==> config.mk <==
export PLATFORM = sky130hd
export DESIGN_NAME = motor_driver_device_config
export DESIGN_NICKNAME = d
export VERILOG_FILES = /design/src/logic/motor_cfg_pkg.sv /design/src/logic/motor_driver_device_config.sv
export VERILOG_INCLUDE_DIRS = /design/src /design/src/logic
export SDC_FILE = /design/constraint.sdc
export NUM_CORES = 1
export LEC_CHECK = 0
export BUFFER_PORTS_ARGS = -buffer_cell sky130_fd_sc_hd__buf_2
export CORE_UTILIZATION = 56
export CTS_CLUSTER_DIAMETER = 30
export DETAILED_ROUTE_END_ITERATION = 16
export PLACE_DENSITY = 0.79
export SYNTH_ARGS = -nofsm -noshare
export SYNTH_HDL_FRONTEND = slang
export SYNTH_SLANG_ARGS = --single-unit
==> constraint.sdc <==
create_clock -name clk -period 4.2 [get_ports clk]
set_input_delay 0.84 -clock clk [delete_from_list [all_inputs] [get_ports clk]]
set_output_delay 0.84 -clock clk [all_outputs]
set_load 0.01 [all_outputs]
==> src/logic/motor_cfg_consts.svh <==
// Offsets, field positions, reset values and timing figures of the config bank
`ifndef MOTOR_CFG_CONSTS_SVH
`define MOTOR_CFG_CONSTS_SVH
`define CLK_MHZ 100
`define OFF_CFG_FIRST 8'ha4
`define OFF_CFG_SECOND 8'ha8
`define OFF_STATUS 8'hac
`define CFG_FIRST_RST 32'h0
`define CFG_SECOND_RST 32'h0
`define F1_PIN38_MSB 29
`define F1_PIN38_LSB 28
`define F1_DUAL_BIT 27
`define F1_ADDR_MSB 26
`define F1_ADDR_LSB 20
`define F1_VOLT_MSB 1
`define F1_VOLT_LSB 0
`define F2_FMAX_MSB 30
`define F2_FMAX_LSB 16
`define F2_SLEEP_MSB 15
`define F2_SLEEP_LSB 14
`define F2_CUR_GAIN_BIT 13
`define F2_VOLT_GAIN_BIT 12
`define F2_MODE_BIT 11
`define F2_CLK_MSB 10
`define F2_CLK_LSB 9
`define F2_EXT_EN_BIT 8
`define F2_RATE_MSB 7
`define F2_RATE_LSB 5
`define VOLT_CODE_15 2'h0
`define VOLT_CODE_30 2'h1
`define VOLT_CODE_60 2'h2
`define VOLTS_15 7'h0f
`define VOLTS_30 7'h1e
`define VOLTS_60 7'h3c
`define EXT_BASE_KHZ 11'h008
`define SLEEP_T0_US 50
`define SLEEP_T1_US 200
`define SLEEP_T2_MS 20
`define SLEEP_T3_MS 200
`define GAIN_PERIOD_MS 1
`define US_PER_MS 1000
`define SAMPLE_W 12
`define DUTY_FRAC_BITS 15
`define DUTY_FULL 16'h8000
`endif

==> src/logic/motor_cfg_pkg.sv <==
// Types shared by the motor driver config bank
`default_nettype none
`include "motor_cfg_consts.svh"
package motor_cfg_pkg;
  typedef struct packed {
    logic [7:0] addr;
    logic [31:0] wdata;
    logic wr;
    logic rd;
  } bus_req_type;
  typedef struct packed {
    logic [`SAMPLE_W-1:0] analog_output_one;
    logic [`SAMPLE_W-1:0] analog_output_two;
    logic [`SAMPLE_W-1:0] phase_a_sense_out;
    logic [`SAMPLE_W-1:0] phase_b_sense_out;
    logic [`SAMPLE_W-1:0] phase_c_sense_out;
  } analog_src_type;
  typedef struct packed {
    logic [`SAMPLE_W-1:0] routed_pin;
    logic [`SAMPLE_W-1:0] dual_pin_first;
    logic [`SAMPLE_W-1:0] dual_pin_second;
  } analog_pins_type;
  typedef enum logic [1:0] {ROUTE_DAC_TWO, ROUTE_SENSE_A, ROUTE_SENSE_B, ROUTE_SENSE_C} route_type;
  typedef enum logic [1:0] {CLK_INTERNAL, CLK_CRUDE, CLK_RESERVED, CLK_EXTERNAL} clk_src_type;
  typedef enum logic {DIV_IDLE, DIV_RUN} div_state_type;
endpackage
`default_nettype wire

==> src/logic/motor_driver_device_config.sv <==
// Device configuration registers and the logic they steer
`timescale 1ns/1ps
`default_nettype none
`include "motor_cfg_consts.svh"
module motor_driver_device_config
#(
  parameter int unsigned SLEEP_CYC_0 = `SLEEP_T0_US * `CLK_MHZ,
  parameter int unsigned SLEEP_CYC_1 = `SLEEP_T1_US * `CLK_MHZ,
  parameter int unsigned SLEEP_CYC_2 = `SLEEP_T2_MS * `US_PER_MS * `CLK_MHZ,
  parameter int unsigned SLEEP_CYC_3 = `SLEEP_T3_MS * `US_PER_MS * `CLK_MHZ,
  parameter int unsigned GAIN_TICK_CYC = `GAIN_PERIOD_MS * `US_PER_MS * `CLK_MHZ,
  parameter logic [6:0] TARGET_ADDR_RST = 7'h00
)
(
  // Clock and reset
  input wire logic clk,
  input wire logic sys_rst,
  // Register port
  input wire motor_cfg_pkg::bus_req_type bus_req,
  output logic [31:0] rd_data,
  // Analog pin routing
  input wire motor_cfg_pkg::analog_src_type analog_src,
  output motor_cfg_pkg::analog_pins_type analog_pins,
  // Serial address and bus voltage scale
  output logic [6:0] target_addr,
  output logic [6:0] max_bus_voltage_scale,
  output logic max_bus_voltage_scale_defined,
  // Frequency speed input
  input wire logic [15:0] speed_freq,
  input wire logic speed_freq_valid,
  output logic [15:0] duty_cmd,
  output logic duty_valid,
  // Low power entry
  input wire logic speed_below,
  output logic standby_enter,
  output logic sleep_enter,
  // Dynamic gain strobes
  output logic current_gain_update,
  output logic voltage_gain_update,
  // Clock selection
  output motor_cfg_pkg::clk_src_type clk_source,
  output logic external_clock_enable,
  output logic [10:0] external_clock_rate_khz
);
  import motor_cfg_pkg::*;

  logic [31:0] cfg_first_reg;
  logic [31:0] cfg_second_reg;
  div_state_type div_state_reg;
  logic [15:0] div_rem_reg;
  logic [15:0] div_quot_reg;
  logic [14:0] div_den_reg;
  logic [3:0] div_cnt_reg;
  logic [24:0] sleep_cnt_reg;
  logic sleep_fired_reg;
  logic [24:0] sleep_limit;
  logic [16:0] gain_cnt_reg;
  logic gain_tick;
  logic [1:0] volt_code;
  logic [14:0] fmax;
  logic [15:0] rem_shift;

  // Register writes; reserved bits are read/write storage like the rest
  always_ff @(posedge clk)
  begin
    if (sys_rst)
    begin
      cfg_first_reg <= `CFG_FIRST_RST | (32'(TARGET_ADDR_RST) << `F1_ADDR_LSB);
      cfg_second_reg <= `CFG_SECOND_RST;
    end
    else if (bus_req.wr)
    begin
      if (bus_req.addr == `OFF_CFG_FIRST)
        cfg_first_reg <= bus_req.wdata;
      if (bus_req.addr == `OFF_CFG_SECOND)
        cfg_second_reg <= bus_req.wdata;
    end
  end

  // Read data stands only in the cycle after the strobe
  always_ff @(posedge clk)
  begin
    if (sys_rst)
      rd_data <= 32'h0;
    else if (bus_req.rd)
    begin
      unique case (bus_req.addr)
        `OFF_CFG_FIRST: rd_data <= cfg_first_reg;
        `OFF_CFG_SECOND: rd_data <= cfg_second_reg;
        `OFF_STATUS: rd_data <= {14'h0, sleep_fired_reg, div_state_reg == DIV_RUN, duty_cmd};
        default: rd_data <= 32'h0; // Unmapped reads answer zero
      endcase
    end
    else
      rd_data <= 32'h0;
  end

  // Single configurable analog pin
  always_ff @(posedge clk)
  begin
    if (sys_rst)
      analog_pins.routed_pin <= '0;
    else
    begin
      unique case (route_type'(cfg_first_reg[`F1_PIN38_MSB:`F1_PIN38_LSB]))
        ROUTE_DAC_TWO: analog_pins.routed_pin <= analog_src.analog_output_two;
        ROUTE_SENSE_A: analog_pins.routed_pin <= analog_src.phase_a_sense_out;
        ROUTE_SENSE_B: analog_pins.routed_pin <= analog_src.phase_b_sense_out;
        ROUTE_SENSE_C: analog_pins.routed_pin <= analog_src.phase_c_sense_out;
      endcase
    end
  end

  // Dual DAC pins; a cleared dual bit parks both pins at zero
  always_ff @(posedge clk)
  begin
    if (sys_rst || !cfg_first_reg[`F1_DUAL_BIT])
    begin
      analog_pins.dual_pin_first <= '0;
      analog_pins.dual_pin_second <= '0;
    end
    else
    begin
      analog_pins.dual_pin_first <= analog_src.analog_output_one;
      analog_pins.dual_pin_second <= analog_src.analog_output_two;
    end
  end

  // Address and voltage scale decode
  assign volt_code = cfg_first_reg[`F1_VOLT_MSB:`F1_VOLT_LSB];
  always_ff @(posedge clk)
  begin
    if (sys_rst)
    begin
      target_addr <= TARGET_ADDR_RST;
      max_bus_voltage_scale <= `VOLTS_15;
      max_bus_voltage_scale_defined <= 1'b1;
    end
    else
    begin
      target_addr <= cfg_first_reg[`F1_ADDR_MSB:`F1_ADDR_LSB];
      max_bus_voltage_scale_defined <= 1'b1;
      unique case (volt_code)
        `VOLT_CODE_15: max_bus_voltage_scale <= `VOLTS_15;
        `VOLT_CODE_30: max_bus_voltage_scale <= `VOLTS_30;
        `VOLT_CODE_60: max_bus_voltage_scale <= `VOLTS_60;
        default:
        begin
          max_bus_voltage_scale <= 7'h00; // Undefined code gives no scale
          max_bus_voltage_scale_defined <= 1'b0;
        end
      endcase
    end
  end

  // Duty divider: restoring long division, one quotient bit per cycle
  assign fmax = cfg_second_reg[`F2_FMAX_MSB:`F2_FMAX_LSB];
  assign rem_shift = {div_rem_reg[14:0], 1'b0};
  always_ff @(posedge clk)
  begin
    if (sys_rst)
    begin
      div_state_reg <= DIV_IDLE;
      div_rem_reg <= 16'h0;
      div_quot_reg <= 16'h0;
      div_den_reg <= 15'h0;
      div_cnt_reg <= 4'h0;
      duty_cmd <= 16'h0;
      duty_valid <= 1'b0;
    end
    else
    begin
      duty_valid <= 1'b0;
      unique case (div_state_reg)
        DIV_IDLE:
        begin
          if (speed_freq_valid)
          begin
            if (fmax == 15'h0)
            begin
              duty_cmd <= 16'h0; // No full scale set, no command
              duty_valid <= 1'b1;
            end
            else if (speed_freq >= {1'b0, fmax})
            begin
              duty_cmd <= `DUTY_FULL; // Clamp at 100 percent
              duty_valid <= 1'b1;
            end
            else
            begin
              div_rem_reg <= speed_freq;
              div_den_reg <= fmax; // Snapshot so a write mid-run is harmless
              div_quot_reg <= 16'h0;
              div_cnt_reg <= 4'h0;
              div_state_reg <= DIV_RUN;
            end
          end
        end
        DIV_RUN:
        begin
          if (rem_shift >= {1'b0, div_den_reg})
          begin
            div_rem_reg <= rem_shift - {1'b0, div_den_reg};
            div_quot_reg <= {div_quot_reg[14:0], 1'b1};
          end
          else
          begin
            div_rem_reg <= rem_shift;
            div_quot_reg <= {div_quot_reg[14:0], 1'b0};
          end
          div_cnt_reg <= div_cnt_reg + 4'h1;
          if (div_cnt_reg == 4'(`DUTY_FRAC_BITS - 1))
          begin
            duty_cmd <= {div_quot_reg[14:0], rem_shift >= {1'b0, div_den_reg}};
            duty_valid <= 1'b1;
            div_state_reg <= DIV_IDLE;
          end
        end
      endcase
    end
  end

  // Sleep entry timer; the time code is read live
  always_comb
  begin
    unique case (cfg_second_reg[`F2_SLEEP_MSB:`F2_SLEEP_LSB])
      2'h0: sleep_limit = 25'(SLEEP_CYC_0);
      2'h1: sleep_limit = 25'(SLEEP_CYC_1);
      2'h2: sleep_limit = 25'(SLEEP_CYC_2);
      2'h3: sleep_limit = 25'(SLEEP_CYC_3);
    endcase
  end

  // Fires once per high stretch of speed_below, then waits for speed_below to fall
  always_ff @(posedge clk)
  begin
    if (sys_rst || !speed_below)
    begin
      sleep_cnt_reg <= 25'h0;
      sleep_fired_reg <= 1'b0;
      standby_enter <= 1'b0;
      sleep_enter <= 1'b0;
    end
    else
    begin
      standby_enter <= 1'b0;
      sleep_enter <= 1'b0;
      if (!sleep_fired_reg)
      begin
        sleep_cnt_reg <= sleep_cnt_reg + 25'h1;
        if (sleep_cnt_reg + 25'h1 >= sleep_limit)
        begin
          sleep_fired_reg <= 1'b1;
          sleep_enter <= cfg_second_reg[`F2_MODE_BIT];
          standby_enter <= !cfg_second_reg[`F2_MODE_BIT];
        end
      end
    end
  end

  // Free running millisecond tick for the gain loops
  assign gain_tick = (gain_cnt_reg == 17'(GAIN_TICK_CYC - 1));
  always_ff @(posedge clk)
  begin
    if (sys_rst || gain_tick)
      gain_cnt_reg <= 17'h0;
    else
      gain_cnt_reg <= gain_cnt_reg + 17'h1;
  end

  // Gain strobes; a cleared enable holds the gain fixed
  always_ff @(posedge clk)
  begin
    if (sys_rst)
    begin
      current_gain_update <= 1'b0;
      voltage_gain_update <= 1'b0;
    end
    else
    begin
      current_gain_update <= gain_tick && cfg_second_reg[`F2_CUR_GAIN_BIT];
      voltage_gain_update <= gain_tick && cfg_second_reg[`F2_VOLT_GAIN_BIT];
    end
  end

  // Clock source and external reference
  always_ff @(posedge clk)
  begin
    if (sys_rst)
    begin
      clk_source <= CLK_INTERNAL;
      external_clock_enable <= 1'b0;
      external_clock_rate_khz <= `EXT_BASE_KHZ;
    end
    else
    begin
      // Reserved code falls back to internal rather than an unknown source
      if (clk_src_type'(cfg_second_reg[`F2_CLK_MSB:`F2_CLK_LSB]) == CLK_RESERVED)
        clk_source <= CLK_INTERNAL;
      else
        clk_source <= clk_src_type'(cfg_second_reg[`F2_CLK_MSB:`F2_CLK_LSB]);
      external_clock_enable <= cfg_second_reg[`F2_EXT_EN_BIT];
      external_clock_rate_khz <= `EXT_BASE_KHZ << cfg_second_reg[`F2_RATE_MSB:`F2_RATE_LSB];
    end
  end
endmodule
`default_nettype wire

==> results.txt <==
----------------------------------------------------
[Status]
  Result of the run ... complete, no violations

[STA]
  Minimum clock period ... 3.96 ns
  Number of endpoints with negative hold slack in the final report ... 0
  Max-slew headroom at the worst pin ... 24.5%
  Sum of negative setup slack ... 0 ns
  Minimum hold slack ... 0.453 ns
  Total count of max-transition violations in the final report ... 0
  Achievable frequency ... 253 MHz
  Setup repair after global routing missed its margin ... false
  Number of setup violations in the final report ... 0
  Post-route fraction of the period consumed by the critical path ... 94.3%
  Largest clock skew in the final design ... 0.0153 ns
  Pin slew with the least headroom to its limit ... 1.13 ns

[Pwr]
  Power per Cell Area ... 445 nW/um^2
  Total leakage power ... 0.00650 uW
  Overall power of the completed layout ... 6860 uW
  Worst VDD drop ... 0.000430 V

[Setup path]
  Stage delay of the slowest cell on the critical path ... 0.55 ns
  Cell type of the slowest stage on the worst timing path ... or4_4
  Data required time of the worst path ... 4.67 ns
  Worst setup path start ... sleep_cnt_reg[0]
  R2R Setup Slk ... 0.24 ns
  Data arrival, critical path ... 4.43 ns
  Endpoint type of the worst setup path ... flip-flop
  Critical path type ... flip-flop to flip-flop
  CP Capture Point ... sleep_enter
  Launching element type of the critical path ... flip-flop
  Most used cell along the critical path ... nand3_1
  Crit Reg-Reg Startpoint ... sleep_cnt_reg[0]
  Cell count of the worst reg-to-reg path ... 14
  Critical Path Fanout Max ... 6
  Crit-path cells ... ha_2, and4_2, nand3_1, nor2_2, nand3_1, xnor2_1, ha_1, nand3_1, or4_4, or4_4, o2111ai_1, nand3_1, or2_0, o211ai_1
  Critical register-to-register path endpoint ... sleep_enter

[Synth]
  Most instantiated flip-flop cell in the synthesis netlist ... dfxtp_1
  Simple-gate share of the synthesized area ... 20.1%
  Top post-synthesis cells by count ... 270 x dfxtp_1, 165 x nand2_1, 161 x nor2_1
  Syn avg cell area ... 8.95 sq um
  Synth Area in Adders ... 6.56%
  Proportion of synthesized area in mux cells ... 8.51%
  Number of flip-flops and latches in the synthesized netlist ... 270
  Unique masters post-synth ... 75
  Xor-xnor portion of the synthesized cell area ... 4.62%
  Sequential area share after synthesis ... 43.9%
  Compound-gate portion of the synthesized area ... 11.8%
  Mapped Cells ... 1375
  Cell type contributing the most total cell area after synthesis ... dfxtp_1
  Share of flip-flops with an asynchronous set or reset ... 0%
  Dominant combinational cell family by area after synthesis ... simple AND/OR/NAND/NOR gates
  Number of warnings issued by yosys ... 0
  Number of flops mapped to enable cells by yosys ... 0
  Most frequent cell after synthesis ... dfxtp_1
  Share of the synthesized area in the top cell type ... 43.9%
  Leading post-synthesis cells by cell area ... dfxtp_1 44%, ha_1 6.4%, nand2_1 5.0%, nor2_1 4.9%, a21oi_1 4.5%
  Area of the mapped netlist ... 12300 sq um

[Drt]
  Post-detailed-route wirelength per cell ... 17.0 microns
  DR DRC count ... 0
  Remaining antenna violation count ... 0
  Mean number of vias per cell ... 5.53
  Number of DRC markers in iteration 0 ... 568
  Total via count after detailed routing ... 10600
  Total wire length after detailed routing ... 32.8 mm
  Pre-antenna DRT Iters ... 5

[Floorplanning]
  Chip Width ... 150 microns
  Num ports ... 240
  Number of placement rows ... 53
  Starting density of the core ... 57.8%
  Area of the die ... 22600 sq um
  Die H ... 150 microns
  Core ar. ... 21300 sq um

[Clock network]
  Longest Clk Path Bufs ... 3
  Worst-Skew Late Latency ... 0.55 ns
  CTS sink cnt ... 270
  Post CTS Setup Buffer Count ... 0
  Clock input transition at the sequential cells of the worst setup and hold paths ... 0.05 ns
  Number of buffers added by the clock tree synthesis step ... 50
  TritonCTS clock tree ... built
  H-tree lvl count ... 2
  Clock root buffer ... clkbuf_16

[Cells and area]
  Share of post-route cells with drive strength above 1 ... 25.2%
  Final standard cell count with taps included and fillers excluded ... 1924
  Layout filler cell count ... 1557
  Core Util, Final ... 72.4%
  Largest register by flop count ... analog_pins
  # nets final ... 1788
  Synthesis-to-finish area growth ... 25.1%
  Max reg flops ... 36

[Global route]
  Total routing resource utilization after global routing ... 28.5%
  Number of global-route vias before repair ... 10300
  Global-route wire length before repair ... 51.0 mm
  Remaining global-route overflow ... 0
  Pin count of the biggest net entering global routing ... 55
  Antenna violations before repair ... 4

[Worst hold path]
  Path class of the lowest-slack min-delay path ... flip-flop to flip-flop
  Worst hold start ... cfg_first_reg[17]

[Flow run]
  Number of max-cap violations ... 0

[Placement]
  # port buffers ... 235
  Gp weighted congestion ... 0.900
  HPWL after detailed placement ... 22.6 mm
  Cell Count Post-Placement ... 1825

----------------------------------------------------
## cell usage in the layout (no fill, tap or decap), types with 13 or more instances in the layout
cell	Yosys	layout
a21oi_1	110	109
a22oi_1	32	32
and2_1	57	57
buf_2	7	234
buf_4	7	20
clkbuf_16	0	51
dfxtp_1	270	268
ha_1	63	62
inv_1	51	51
mux2_2	25	25
mux2i_1	45	45
nand2_1	165	165
nand3_1	30	30
nand4_1	13	13
nor2_1	161	160
nor2b_1	18	18
nor3_1	26	26
o21ai_0	18	18
xnor2_1	36	36
xor2_1	29	29
## power by group
part | leakage [uW] | internal [uW] | switching [uW]
clock | 0.000847 | 2640 | 1420
combinational | 0.00348 | 89.9 | 120
sequential | 0.00218 | 2580 | 6.66
## how the worst min path moves through the flow
stage	to	slack (ns)	cells after the start
after floorplan	gain_cnt_reg[0]	0.43	1
after global placement	cfg_first_reg[14]	0.44	2
after detailed placement	cfg_first_reg[17]	0.45	2
after CTS	cfg_first_reg[17]	0.45	2
after global routing	cfg_first_reg[4]	0.47	2
final	cfg_first_reg[17]	0.45	2
## critical path: cells and delay by family, from the launching register on
family          cells  cell delay, ns
xor+xnor            1            0.18
simple gates        9            2.50
compound gates      2            0.22
flops               1            0.42
fa+ha+maj           2            0.58
## what timing repair did
item                                    in CTS  in global routing
gates resized for setup                      0                  4
endpoints found under the setup margin       0                  2
hold buffers                                 0                  0
## logic make-up after synthesis
family | count (synthesis)
DFF | 270
adders and majority gates | 64
buffers and inverters | 135
xor gates and xnor gates | 65
muxes | 85
other | 1
AOI/OAI and AO/OA | 229
and+or+nand+nor | 526
## metal layers
| layer | track usage (%) | share of wire, % | routed length (microns) | vias to the layer above |
|---|---|---|---|---|
| met5 | 0 | 0.040 | 13 | - |
| met4 | 12.4 | 3.2 | 1050 | 2 |
| met3 | 6.12 | 7.8 | 2550 | 88 |
| met2 | 48.1 | 48 | 15600 | 418 |
| met1 | 34.7 | 41 | 13600 | 4972 |
| li1 | - | - | - | 5167 |
## area by class of cell
type / count / area, sq um / share of cell area, %
clock inverter: 40 / 440 / 2.86
timing repair buffer: 254 / 1320 / 8.58
sequential: 270 / 5410 / 35.1
tap: 275 / 344 / 2.23
multi-input combinational: 973 / 6380 / 41.4
clock buffer: 54 / 1300 / 8.42
inverter: 53 / 199 / 1.29
antenna: 5 / 12.5 / 0.0812
## through the flow
stage,cell area (sq um),setup WS (ns)
after floorplan,12300,0.603
after global placement,13600,0.394
after detailed placement,13600,0.242
after CTS,15400,0.184
after global routing,15400,0.00271
final,15400,0.241
Power figures use the tool's default switching activity.
